[config.mk]
export PLATFORM = sky130hd
export DESIGN_NAME = pmc_motor_ctrl
export DESIGN_NICKNAME = d
export VERILOG_FILES = /design/src/pmc_pkg.sv /design/src/pmc_var_if.sv /design/src/pmc_var_mem.sv /design/src/pmc_pulse_meter.sv /design/src/pmc_motor_ctrl.sv
export VERILOG_INCLUDE_DIRS = /design/src
export SDC_FILE = /design/constraint.sdc
export NUM_CORES = 2
export LEC_CHECK = 0
export BUFFER_PORTS_ARGS = -buffer_cell sky130_fd_sc_hd__buf_2
export CAP_MARGIN = 25
export CORE_AREA = 2 2 443 445
export CTS_CLUSTER_SIZE = 25
export DETAILED_ROUTE_END_ITERATION = 10
export DIE_AREA = 0 0 445 447
export SYNTH_ARGS = -nofsm -noshare
export SYNTH_HDL_FRONTEND = slang
export SYNTH_HIERARCHICAL = 1
export SYNTH_SLANG_ARGS = --single-unit
[constraint.sdc]
create_clock -name clock -period 57.1 [get_ports clock]
set_input_delay 5.71 -clock clock [delete_from_list [all_inputs] [get_ports clock]]
set_output_delay 5.71 -clock clock [all_outputs]
set_load 0.005 [all_outputs]
[src/pmc_cfg.svh]
// Constants of the closed-loop motor control datapath.
// Assumes a 50 MHz clock; included by bare name.
// Overview of operation
// - Serial mode: raw input equals target.
// - Analog input: receive pin conversion, 4092 = 5V.
// - Pulse input: last pulse width in 2/3 us.
// - Non-serial modes scale raw input to target.
// - Analog feedback: sense pin conversion, 4092 = 5V.
// - No feedback mode holds raw feedback zero.
// - Scaled feedback from raw by own scaling.
// - Current is 8-bit sense conversion, 255 = 5V.
// - Current reads zero unless limit enabled.
// - Each period add feedback minus target to sum.
// - Clear sum when idle or proportional over max.
// - Clamp error sum magnitude to integral limit.
// - Signed duty: +-600 full, zero brakes.
// - Speed mode: duty target is target minus 2048.
// - Feedback modes: duty target is P+I+D.
// - Applied duty honours max and current; accel and brake hold apply unless the duty target bound cuts duty.
// - Applied duty magnitude never exceeds duty target.
// - 16-bit wrapping period counter, configurable period.
// - Unlisted 0x81..0xBF bytes read, reply, no error.
`ifndef PMC_CFG_SVH
`define PMC_CFG_SVH

`define PMC_CLK_NS        20
`define PMC_TICK_NUM_NS   2000
`define PMC_TICK_DEN      3
`define PMC_TICK_CYCLES   (`PMC_TICK_NUM_NS / (`PMC_TICK_DEN * `PMC_CLK_NS))
`define PMC_MS_NS         1000000
`define PMC_MS_CYCLES     (`PMC_MS_NS / `PMC_CLK_NS)
`define PMC_RAW_MAX       34'sh0_0000_0fff
`define PMC_DUTY_FULL     16'sh0258
`define PMC_SPEED_OFFSET  17'sh00800
`define PMC_SCALE_SHIFT   8
`define PMC_COEF_SHIFT    4
`define PMC_CMD_READ_LO   8'h81
`define PMC_CMD_READ_HI   8'hbf
`define PMC_VAR_COUNT     4'h9
`define PMC_VAR_INPUT     4'h0
`define PMC_VAR_TARGET    4'h1
`define PMC_VAR_FEEDBACK  4'h2
`define PMC_VAR_SCALED    4'h3
`define PMC_VAR_ERRSUM    4'h4
`define PMC_VAR_DUTY_TGT  4'h5
`define PMC_VAR_DUTY      4'h6
`define PMC_VAR_CURRENT   4'h7
`define PMC_VAR_PIDCOUNT  4'h8

`endif

[src/pmc_pkg.sv]
// Types shared by the motor control datapath modules.
// Assumes pmc_cfg.svh for numeric constants.
package pmc_pkg;
	typedef enum logic [1:0] {in_serial, in_analog, in_pulse} pmc_in_mode_t;
	typedef enum logic {fb_none, fb_analog} pmc_fb_mode_t;
	typedef enum logic [1:0] {rp_idle, rp_addr, rp_load} pmc_reply_state_t;
endpackage : pmc_pkg

[src/pmc_var_if.sv]
// Write and read port of the variable snapshot memory.
// Assumes one clock shared by both ends.
`timescale 1ns/1ns
interface pmc_var_if #(parameter int AW = 4, parameter int DW = 16);
	logic          we;
	logic [AW-1:0] waddr;
	logic [DW-1:0] wdata;
	logic [AW-1:0] raddr;
	logic [DW-1:0] rdata;
	modport writer (output we, output waddr, output wdata, output raddr, input rdata);
	modport store  (input we, input waddr, input wdata, input raddr, output rdata);
endinterface : pmc_var_if

[src/pmc_var_mem.sv]
// Snapshot memory of the readable variables, registered read data.
// Assumes a synchronous writer on the same clock.
`timescale 1ns/1ns
module pmc_var_mem #(
	parameter int AW = 4,
	parameter int DW = 16
) (
	// Clock
	input wire logic  clock,
	// Ports
	pmc_var_if.store  mem
);
	logic [DW-1:0] store_q [2**AW];
	logic [DW-1:0] rdata_q;

	initial
	begin
		if (AW < 4 || DW < 16)
			$error("pmc_var_mem: needs at least 16 words of 16 bits");
	end

	always_ff @(posedge clock)
	begin
		if (mem.we)
			store_q[mem.waddr] <= mem.wdata;
		rdata_q <= store_q[mem.raddr];
	end

	assign mem.rdata = rdata_q;
endmodule : pmc_var_mem

[src/pmc_pulse_meter.sv]
// Measures high pulse width in ticks of a prescaled clock.
// Assumes the pulse input is synchronous to clock.
`timescale 1ns/1ns
module pmc_pulse_meter #(
	parameter int TICK_CYCLES = 33,
	parameter int WIDTH       = 16
) (
	// Clock and reset
	input wire logic             clock,
	input wire logic             rst,
	// Pulse in
	input wire logic             pulse,
	// Last width
	output logic [WIDTH-1:0]     width
);
	logic [7:0]       pre;
	logic [WIDTH-1:0] cnt;
	logic             pulse_d;
	logic [7:0]       next_pre;
	logic [WIDTH-1:0] next_cnt;
	logic [WIDTH-1:0] next_width;

	initial
	begin
		if (TICK_CYCLES < 1 || TICK_CYCLES > 255)
			$error("pmc_pulse_meter: tick length out of range");
	end

	always_comb
	begin
		next_pre   = pre;
		next_cnt   = cnt;
		next_width = width;
		if (pulse)
		begin
			if (pre == 8'(TICK_CYCLES - 1))
			begin
				next_pre = 8'h00;
				if (cnt != '1)
					next_cnt = cnt + 1'b1;
			end
			else
				next_pre = pre + 8'h01;
		end
		else
		begin
			next_pre = 8'h00;
			next_cnt = '0;
			if (pulse_d)
				next_width = cnt;
		end
	end

	always_ff @(posedge clock)
	begin
		if (rst)
		begin
			pre     <= 8'h00;
			cnt     <= '0;
			width   <= '0;
			pulse_d <= 1'b0;
		end
		else
		begin
			pre     <= next_pre;
			cnt     <= next_cnt;
			width   <= next_width;
			pulse_d <= pulse;
		end
	end
endmodule : pmc_pulse_meter

[src/pmc_motor_ctrl.sv]
// Closed-loop motor control datapath: input, feedback, PID, duty, readback.
// Assumes converter samples and host bytes are synchronous to clock.
`timescale 1ns/1ns
`include "pmc_cfg.svh"
module pmc_motor_ctrl
	import pmc_pkg::*;
#(
	parameter int MS_CYCLES = `PMC_MS_CYCLES
) (
	// Clock and reset
	input wire logic               clock,
	input wire logic               rst,
	// Modes and enables
	input wire logic [1:0]         input_mode,
	input wire logic               feedback_mode,
	input wire logic               motor_enable,
	input wire logic               current_limit_en,
	input wire logic               reset_integral_opt,
	// Sensor samples
	input wire logic [11:0]        rx_level,
	input wire logic               rx_pulse,
	input wire logic [11:0]        feedback_sense_pin_level,
	input wire logic [7:0]         current_sense_level,
	// Scaling
	input wire logic [15:0]        in_gain,
	input wire logic signed [15:0] in_offset,
	input wire logic [15:0]        fb_gain,
	input wire logic signed [15:0] fb_offset,
	// PID and limits
	input wire logic [15:0]        kp,
	input wire logic [15:0]        ki,
	input wire logic [15:0]        kd,
	input wire logic [14:0]        integral_limit,
	input wire logic [7:0]         pid_period_ms,
	input wire logic [9:0]         max_duty,
	input wire logic [9:0]         max_accel,
	input wire logic [7:0]         max_current,
	input wire logic [7:0]         brake_periods,
	// Serial host
	input wire logic               set_target_valid,
	input wire logic [11:0]        set_target_value,
	input wire logic               cmd_valid,
	input wire logic [7:0]         cmd_byte,
	// Variables
	output logic [15:0]            raw_input,
	output logic [11:0]            target,
	output logic [11:0]            raw_feedback,
	output logic [11:0]            scaled_feedback,
	output logic [7:0]             current_reading,
	output logic signed [15:0]     error_sum,
	output logic signed [15:0]     duty_target,
	output logic signed [15:0]     duty_cycle,
	output logic [15:0]            pid_count,
	// Replies
	output logic                   cmd_busy,
	output logic                   reply_valid,
	output logic                   reply_two,
	output logic [15:0]            reply_data
);
	pmc_var_if #(.AW(4), .DW(16)) vars ();
	pmc_reply_state_t state, next_state;
	logic [15:0] pulse_width;
	logic [31:0] ms_cnt, next_ms_cnt;
	logic [7:0]  per_cnt, next_per_cnt;
	logic        pid_tick, next_pid_tick;
	logic signed [16:0] last_err, next_last_err;
	logic [7:0]  brake_left, next_brake_left;
	logic [3:0]  scan, next_scan;
	logic [3:0]  rd_idx, next_rd_idx;
	logic [1:0]  rd_kind, next_rd_kind;
	logic [15:0] wsel;
	logic [15:0] next_raw_input;
	logic [11:0] next_target, next_raw_fb, next_scaled;
	logic [7:0]  next_current;
	logic signed [15:0] next_error_sum, next_duty_target, next_duty;
	logic [15:0] next_pid_count;
	logic        next_reply_valid, next_reply_two;
	logic [15:0] next_reply_data;
	logic signed [16:0] err;
	logic signed [35:0] p_term, i_term, d_term, pid_sum;
	logic signed [17:0] acc;
	logic signed [16:0] goal, step, lim, lo, hi;
	logic [7:0]  off;

	initial
	begin
		if (MS_CYCLES < 1)
			$error("pmc_motor_ctrl: MS_CYCLES must be positive");
	end

	function automatic logic [11:0] pmc_scale(input logic [15:0] raw,
		input logic [15:0] gain, input logic signed [15:0] offset);
		logic signed [33:0] s;
		s = $signed({2'b00, 32'(raw) * 32'(gain)});
		s = (s >>> `PMC_SCALE_SHIFT) + 34'(offset);
		if (s < 0)
			return 12'h000;
		else if (s > `PMC_RAW_MAX)
			return 12'hfff;
		return s[11:0];
	endfunction : pmc_scale

	pmc_pulse_meter #(.TICK_CYCLES(`PMC_TICK_CYCLES), .WIDTH(16)) u_meter (
		.clock (clock),
		.rst   (rst),
		.pulse (rx_pulse),
		.width (pulse_width)
	);

	pmc_var_mem #(.AW(4), .DW(16)) u_mem (
		.clock (clock),
		.mem   (vars.store)
	);

	// Sensing and scaling, refreshed every clock
	always_comb
	begin
		next_target = target;
		case (pmc_in_mode_t'(input_mode))
			in_serial:
			begin
				if (set_target_valid)
					next_target = set_target_value;
				next_raw_input = {4'h0, target};
			end
			in_analog: next_raw_input = {4'h0, rx_level};
			in_pulse:  next_raw_input = pulse_width;
			default:   next_raw_input = 16'h0000;
		endcase
		if (pmc_in_mode_t'(input_mode) != in_serial)
			next_target = pmc_scale(raw_input, in_gain, in_offset);
		if (pmc_fb_mode_t'(feedback_mode) == fb_analog)
			next_raw_fb = feedback_sense_pin_level;
		else
			next_raw_fb = 12'h000;
		next_scaled = pmc_scale({4'h0, raw_feedback}, fb_gain, fb_offset);
		next_current = current_limit_en ? current_sense_level : 8'h00;
	end

	always_ff @(posedge clock)
	begin
		if (rst)
		begin
			raw_input       <= 16'h0000;
			target          <= 12'h000;
			raw_feedback    <= 12'h000;
			scaled_feedback <= 12'h000;
			current_reading <= 8'h00;
		end
		else
		begin
			raw_input       <= next_raw_input;
			target          <= next_target;
			raw_feedback    <= next_raw_fb;
			scaled_feedback <= next_scaled;
			current_reading <= next_current;
		end
	end

	// PID period timing
	always_comb
	begin
		next_ms_cnt    = ms_cnt + 32'h1;
		next_per_cnt   = per_cnt;
		next_pid_tick  = 1'b0;
		next_pid_count = pid_count;
		if (ms_cnt >= 32'(MS_CYCLES - 1))
		begin
			next_ms_cnt  = 32'h0;
			next_per_cnt = per_cnt + 8'h01;
			if (next_per_cnt >= pid_period_ms || pid_period_ms == 8'h00)
			begin
				next_per_cnt  = 8'h00;
				next_pid_tick = 1'b1;
			end
		end
		if (pid_tick)
			next_pid_count = pid_count + 16'h0001;
	end

	always_ff @(posedge clock)
	begin
		if (rst)
		begin
			ms_cnt    <= 32'h0;
			per_cnt   <= 8'h00;
			pid_tick  <= 1'b0;
			pid_count <= 16'h0000;
		end
		else
		begin
			ms_cnt    <= next_ms_cnt;
			per_cnt   <= next_per_cnt;
			pid_tick  <= next_pid_tick;
			pid_count <= next_pid_count;
		end
	end

	// Control computation, committed only on the period tick
	always_comb
	begin
		err = 17'(signed'({5'h00, scaled_feedback})) - 17'(signed'({5'h00, target}));
		p_term = (36'(signed'({1'b0, kp})) * 36'(err)) >>> `PMC_COEF_SHIFT;
		i_term = (36'(signed'({1'b0, ki})) * 36'(error_sum)) >>> `PMC_COEF_SHIFT;
		d_term = (36'(signed'({1'b0, kd})) * 36'(err - last_err)) >>> `PMC_COEF_SHIFT;
		pid_sum = p_term + i_term + d_term;
		acc = 18'(error_sum) + 18'(err);
		lim = 17'(signed'({2'b00, integral_limit}));
		next_error_sum   = error_sum;
		next_duty_target = duty_target;
		next_last_err    = last_err;
		next_duty        = duty_cycle;
		next_brake_left  = brake_left;
		goal = 17'h0;
		step = 17'h0;
		lo   = 17'h0;
		hi   = 17'h0;
		if (pid_tick)
		begin
			next_last_err = err;
			if (!motor_enable)
				next_error_sum = 16'sh0000;
			else if (reset_integral_opt && (p_term > 36'(signed'({1'b0, max_duty}))
				|| -p_term > 36'(signed'({1'b0, max_duty}))))
				next_error_sum = 16'sh0000;
			else if (acc > 18'(lim))
				next_error_sum = lim[15:0];
			else if (acc < -18'(lim))
				next_error_sum = 16'(-lim);
			else
				next_error_sum = acc[15:0];
			if (pmc_fb_mode_t'(feedback_mode) == fb_none)
				next_duty_target = 16'(17'(signed'({5'h00, target})) - `PMC_SPEED_OFFSET);
			else if (pid_sum > 36'sd32767)
				next_duty_target = 16'sh7fff;
			else if (pid_sum < -36'sd32768)
				next_duty_target = 16'sh8000;
			else
				next_duty_target = pid_sum[15:0];
			// Goal: duty target within max duty and full scale, zero on overcurrent
			goal = 17'(next_duty_target);
			if (goal > 17'(`PMC_DUTY_FULL))
				goal = 17'(`PMC_DUTY_FULL);
			if (goal < -17'(`PMC_DUTY_FULL))
				goal = -17'(`PMC_DUTY_FULL);
			if (goal > 17'(signed'({7'h00, max_duty})))
				goal = 17'(signed'({7'h00, max_duty}));
			if (goal < -17'(signed'({7'h00, max_duty})))
				goal = -17'(signed'({7'h00, max_duty}));
			if (!motor_enable || (current_limit_en && current_reading > max_current))
				goal = 17'h0;
			step = goal - 17'(duty_cycle);
			if (max_accel != 10'h000 && step > 17'(signed'({7'h00, max_accel})))
				step = 17'(signed'({7'h00, max_accel}));
			if (max_accel != 10'h000 && step < -17'(signed'({7'h00, max_accel})))
				step = -17'(signed'({7'h00, max_accel}));
			goal = 17'(duty_cycle) + step;
			// Reversal passes through a brake hold of brake_periods
			if (brake_left != 8'h00)
			begin
				goal = 17'h0;
				next_brake_left = brake_left - 8'h01;
			end
			else if ((duty_cycle > 0 && goal < 0) || (duty_cycle < 0 && goal > 0))
			begin
				goal = 17'h0;
				next_brake_left = brake_periods;
			end
			lo = (next_duty_target < 0) ? 17'(next_duty_target) : 17'h0;
			hi = (next_duty_target > 0) ? 17'(next_duty_target) : 17'h0;
			if (goal < lo)
				goal = lo;
			if (goal > hi)
				goal = hi;
			next_duty = goal[15:0];
		end
	end

	always_ff @(posedge clock)
	begin
		if (rst)
		begin
			error_sum   <= 16'sh0000;
			duty_target <= 16'sh0000;
			duty_cycle  <= 16'sh0000;
			last_err    <= 17'sh00000;
			brake_left  <= 8'h00;
		end
		else
		begin
			error_sum   <= next_error_sum;
			duty_target <= next_duty_target;
			duty_cycle  <= next_duty;
			last_err    <= next_last_err;
			brake_left  <= next_brake_left;
		end
	end

	// Variable snapshot and read replies
	always_comb
	begin
		case (scan)
			`PMC_VAR_INPUT:    wsel = raw_input;
			`PMC_VAR_TARGET:   wsel = {4'h0, target};
			`PMC_VAR_FEEDBACK: wsel = {4'h0, raw_feedback};
			`PMC_VAR_SCALED:   wsel = {4'h0, scaled_feedback};
			`PMC_VAR_ERRSUM:   wsel = error_sum;
			`PMC_VAR_DUTY_TGT: wsel = duty_target;
			`PMC_VAR_DUTY:     wsel = duty_cycle;
			`PMC_VAR_CURRENT:  wsel = {8'h00, current_reading};
			default:           wsel = pid_count;
		endcase
		next_scan = (scan == `PMC_VAR_COUNT - 4'h1) ? 4'h0 : scan + 4'h1;
		off = cmd_byte - `PMC_CMD_READ_LO;
		next_state       = state;
		next_rd_idx      = rd_idx;
		next_rd_kind     = rd_kind;
		next_reply_valid = 1'b0;
		next_reply_two   = reply_two;
		next_reply_data  = reply_data;
		case (state)
			rp_idle:
				if (cmd_valid && cmd_byte >= `PMC_CMD_READ_LO && cmd_byte <= `PMC_CMD_READ_HI)
				begin
					next_rd_idx  = off[4:1];
					next_rd_kind = {off[5], off[0]};
					next_state   = rp_addr;
				end
			rp_addr:
				next_state = rp_load;
			default:
			begin
				next_state       = rp_idle;
				next_reply_valid = 1'b1;
				next_reply_two   = rd_kind[1];
				if (rd_idx >= `PMC_VAR_COUNT)
					next_reply_data = 16'h0000;
				else if (rd_kind[1])
					next_reply_data = vars.rdata;
				else if (rd_kind[0])
					next_reply_data = {8'h00, vars.rdata[15:8]};
				else
					next_reply_data = {8'h00, vars.rdata[7:0]};
			end
		endcase
	end

	assign vars.we    = 1'b1;
	assign vars.waddr = scan;
	assign vars.wdata = wsel;
	assign vars.raddr = rd_idx;

	always_ff @(posedge clock)
	begin
		if (rst)
		begin
			state       <= rp_idle;
			scan        <= 4'h0;
			rd_idx      <= 4'h0;
			rd_kind     <= 2'h0;
			cmd_busy    <= 1'b0;
			reply_valid <= 1'b0;
			reply_two   <= 1'b0;
			reply_data  <= 16'h0000;
		end
		else
		begin
			state       <= next_state;
			scan        <= next_scan;
			rd_idx      <= next_rd_idx;
			rd_kind     <= next_rd_kind;
			cmd_busy    <= (next_state != rp_idle);
			reply_valid <= next_reply_valid;
			reply_two   <= next_reply_two;
			reply_data  <= next_reply_data;
		end
	end
endmodule : pmc_motor_ctrl

==> key figures <==
Cells and area
  – Most frequent cells in the layout: inv_1 (1271), nand2_1 (1002), fa_1 (883)
  – # nets final: 10070
  – Fraction of layout cells with a size suffix above 1: 0.1012
  – Final non-filler cell total: 10760
  – # fillers: 19460
  – Leading cell type in the layout, fill and taps excluded: inv_1
  – Area Growth Syn to Fin: 10.12%

Yosys
  – Netlist cell types: 114
  – Sequential fraction of the synthesis area: 0.1839
  – Main combinational cell family by area after synthesis: adder cells
  – Seq cells post-synth: 530
  – Synthesized area per cell: 9.110 µm²
  – Simple-gate area share of the yosys netlist: 0.1661
  – Yosys warning total: 6
  – Post-Synth Adder-Cell Area: 0.3885
  – Asr flop ratio synth: 0
  – EDFF count, synth: 256
  – Post-synthesis compound-gate area fraction: 0.1046
  – Mapped cell area: 71620 µm²
  – Mapped Cells: 7862
  – Mux cell area share after synthesis: 0.03885
  – Ys flop type: dfxtp_1
  – XOR/XNOR share of the synthesized area: 0.03338

Clocking
  – H-tree levels: 2
  – CTS tree: done
  – Clock Root Buffer: clkbuf_16
  – Worst skew pair latency: 0.72 ns
  – PostCTS Resize Cnt: 0
  – CTS buffer count: 61
  – Hold buffer count at cts: 0
  – Clk sink count: 530
  – Clock transition at path regs: 0.07 ns
  – Clock Path Buffers: 3
  – Post-CTS Setup Bufs: 0

Floorplan
  – CORE AREA: a little under 200000 µm²
  – Die Wd: 445 µm
  – Die H: 447 µm
  – Starting Density: 0.3688
  – Row cnt: 162
  – Die Area: 198900 µm²
  – I/O Pins: 377

Routing
  – DR WL/cell: 21.83 µm
  – Post-route DRC: 0
  – Final WL: ~230000 µm
  – DRT antenna net count: 0
  – 1st-iter DRT viols: around 4200
  – Via/cell ratio: 5.318
  – Pre-Repair DR Iteration Count: 9
  – Via count: approximately 57000

Setup path
  – Setup crit end kind: flop
  – CP max FO: 25
  – Worst Path Arrival: 41.92 ns
  – FF-to-FF End: duty_cycle[9]$_SDFFE_PP0P_
  – CP Launch Type: input pin
  – R2r setup slk: 16.77 ns
  – FF-to-FF path depth: 176
  – Required time worst endpoint: 57.75 ns
  – Launch point of the worst reg-to-reg path: scaled_feedback[0]$_SDFF_PP0_
  – CP max-delay cell: nor4_2
  – Crit path kind: input pin to flop
  – Worst path max stage delay: ~0.66 ns
  – CP most frequent cell: o21ai_0

Placed design
  – Inst Count DP: between 10000 and 15000
  – Detailed Place HPWL: 187100 µm
  – I/O Buffers: roughly 380
  – RD Place Congestion: 0.9480

STA
  – Tcrit/Tclk final: 0.7229
  – Setup_tns: 0 ns
  – Slew HR: 0.2611
  – FMAX: 24.23 MHz
  – Post-layout minimum cycle time: about 41 ns
  – RSZ-0062 raised after global routing: no
  – Final setup skew: 0.06058 ns
  – Final Max Slew Viols: 0
  – Final hold vios: 0
  – Worst Tran Pin Value: approximately 1.1 ns
  – Hold_ws: between 0.4 and 0.5 ns
  – Finish-stage setup viols: 0

Global routing
  – Largest net degree at the start of global routing: between 60 and 70
  – Vias in the first global route: just under 60000
  – Tot GR Track Use: 0.2361
  – Global-route wire length before repair: 360000 µm
  – Initial antenna violation count: 34
  – Global route total overflow: 0

Worst hold path
  – WHS Path Cells: 1
  – Hold_sp: ms_cnt[0]$_SDFF_PP0_
  – Hold Path End: ms_cnt[0]$_SDFF_PP0_
  – Hold Crit Class: flop to flop

Outcome
  – Status: finished clean

Run
  – Max Cap Viol: 0
[synthesized netlist by cell type, types with 11 or more instances]
master | instances | area [µm²]
ha_1 | 811 | 10150
nor3_1 | 106 | 530.5
a31oi_1 | 29 | 181.4
a222oi_1 | 12 | 120.1
a2111o_1 | 13 | 146.4
nand3_1 | 92 | 460.4
inv_1 | 1271 | 4771
o21bai_1 | 42 | 315.3
nor2_1 | 386 | 1449
and2_1 | 426 | 2665
or3_1 | 34 | 212.7
fa_1 | 883 | 17680
mux2i_1 | 97 | 970.9
and3_1 | 50 | 312.8
xnor2_1 | 178 | 1559
o211ai_1 | 44 | 330.3
o21ai_1 | 14 | 70.07
buf_1 | 18 | 67.56
dfxtp_1 | 274 | 5485
buf_2 | 12 | 60.06
a21o_1 | 87 | 653.1
o21a_1 | 79 | 593.1
mux2_2 | 24 | 270.3
edfxtp_1 | 256 | 7687
o21ai_0 | 215 | 1076
or4_1 | 17 | 127.6
nand4_1 | 51 | 319.1
or2_2 | 54 | 337.8
o2111ai_1 | 18 | 157.7
nand2b_1 | 80 | 500.5
a211o_1 | 11 | 96.34
xor2_1 | 95 | 832.1
mux4_2 | 54 | 1216
a22oi_1 | 78 | 585.6
a21boi_0 | 21 | 157.7
nor2b_1 | 81 | 506.7
a211oi_1 | 29 | 217.7
nor4_1 | 36 | 225.2
nand2_1 | 1002 | 3761
clkbuf_1 | 267 | 1002
a21oi_1 | 281 | 1406
o31ai_1 | 13 | 97.59
[flip-flops by register name, indices dropped and copies added, names as in the netlist, 13 cells and up]
register and cells:
u_mem/store_q 256, ms_cnt 32, duty_cycle 16, duty_target 16, error_sum 16, pid_count 16, raw_input 16, reply_data 16
u_mem/mem.rdata 16, u_meter/cnt 16, u_meter/width 16, last_err 13
[cell type report]
cell class                      instances  area, µm²  share of cell area
Clock inverter                         32      400.4            0.005076
Tap cell                             2542       3181             0.04032
Timing Repair Buffer                  509       2898             0.03674
Clock buffer                           83       1715             0.02175
Multi-Input combinational cell       5765      52670              0.6677
Inverter                             1274       4782             0.06063
Antenna cell                           20      50.05           0.0006345
Sequential cell                       530      13180              0.1671
[logic make-up after synthesis]
logic type,Yosys count
simple gates,2466
fa+ha+maj,1694
buf+inv,1587
compound gates,1120
flops,530
xor+xnor,273
mux,190
other cells,2
[critical path: cells and delay by family]
kind / cells / cell delay, ns
and+or+nand+nor: 36 / 6.95
buffers and inverters: 16 / 2.89
muxes: 7 / 2.16
adders and majority gates: 19 / 6.56
xor gates and xnor gates: 4 / 1.06
AOI/OAI and AO/OA: 85 / 16.54
[worst max path at each step]
stage               startpoint                     endpoint  cells after the start
floorplan                ki[1]  duty_cycle[13]$_SDFFE_PP0P_                    169
global placement         kp[7]  duty_cycle[10]$_SDFFE_PP0P_                    168
detailed placement       kp[6]   duty_cycle[9]$_SDFFE_PP0P_                    166
CTS                      kp[6]   duty_cycle[9]$_SDFFE_PP0P_                    166
global route             kp[7]  duty_cycle[10]$_SDFFE_PP0P_                    176
finish                   kp[6]   duty_cycle[9]$_SDFFE_PP0P_                    167
[layer usage]
| layer | vias up | GRT usage | part of all wire |
|---|---|---|---|
| met5 | - | 0 | 0.00015 |
| met4 | 6 | 0.1445 | 0.072 |
| met3 | 510 | 0.02522 | 0.049 |
| met2 | 1659 | 0.4095 | 0.49 |
| met1 | 28690 | 0.2812 | 0.39 |
| li1 | 26330 | - | - |
[metrics by stage]
step | utilization | setup WS [ns] | area [µm²]
after floorplan | - | 19.97 | 71700
after global placement | 0.3947 | 15.47 | 76640
after detailed placement | 0.3948 | 14.68 | 76660
after CTS | 0.4057 | 15.32 | 78780
after global routing | 0.4061 | 12.80 | 78860
final | 0.4062 | 15.82 | 78870
Power is left out: the tool's default activity adds up to more than one toggle a clock period on the data nets, which glitch-free logic cannot reach.
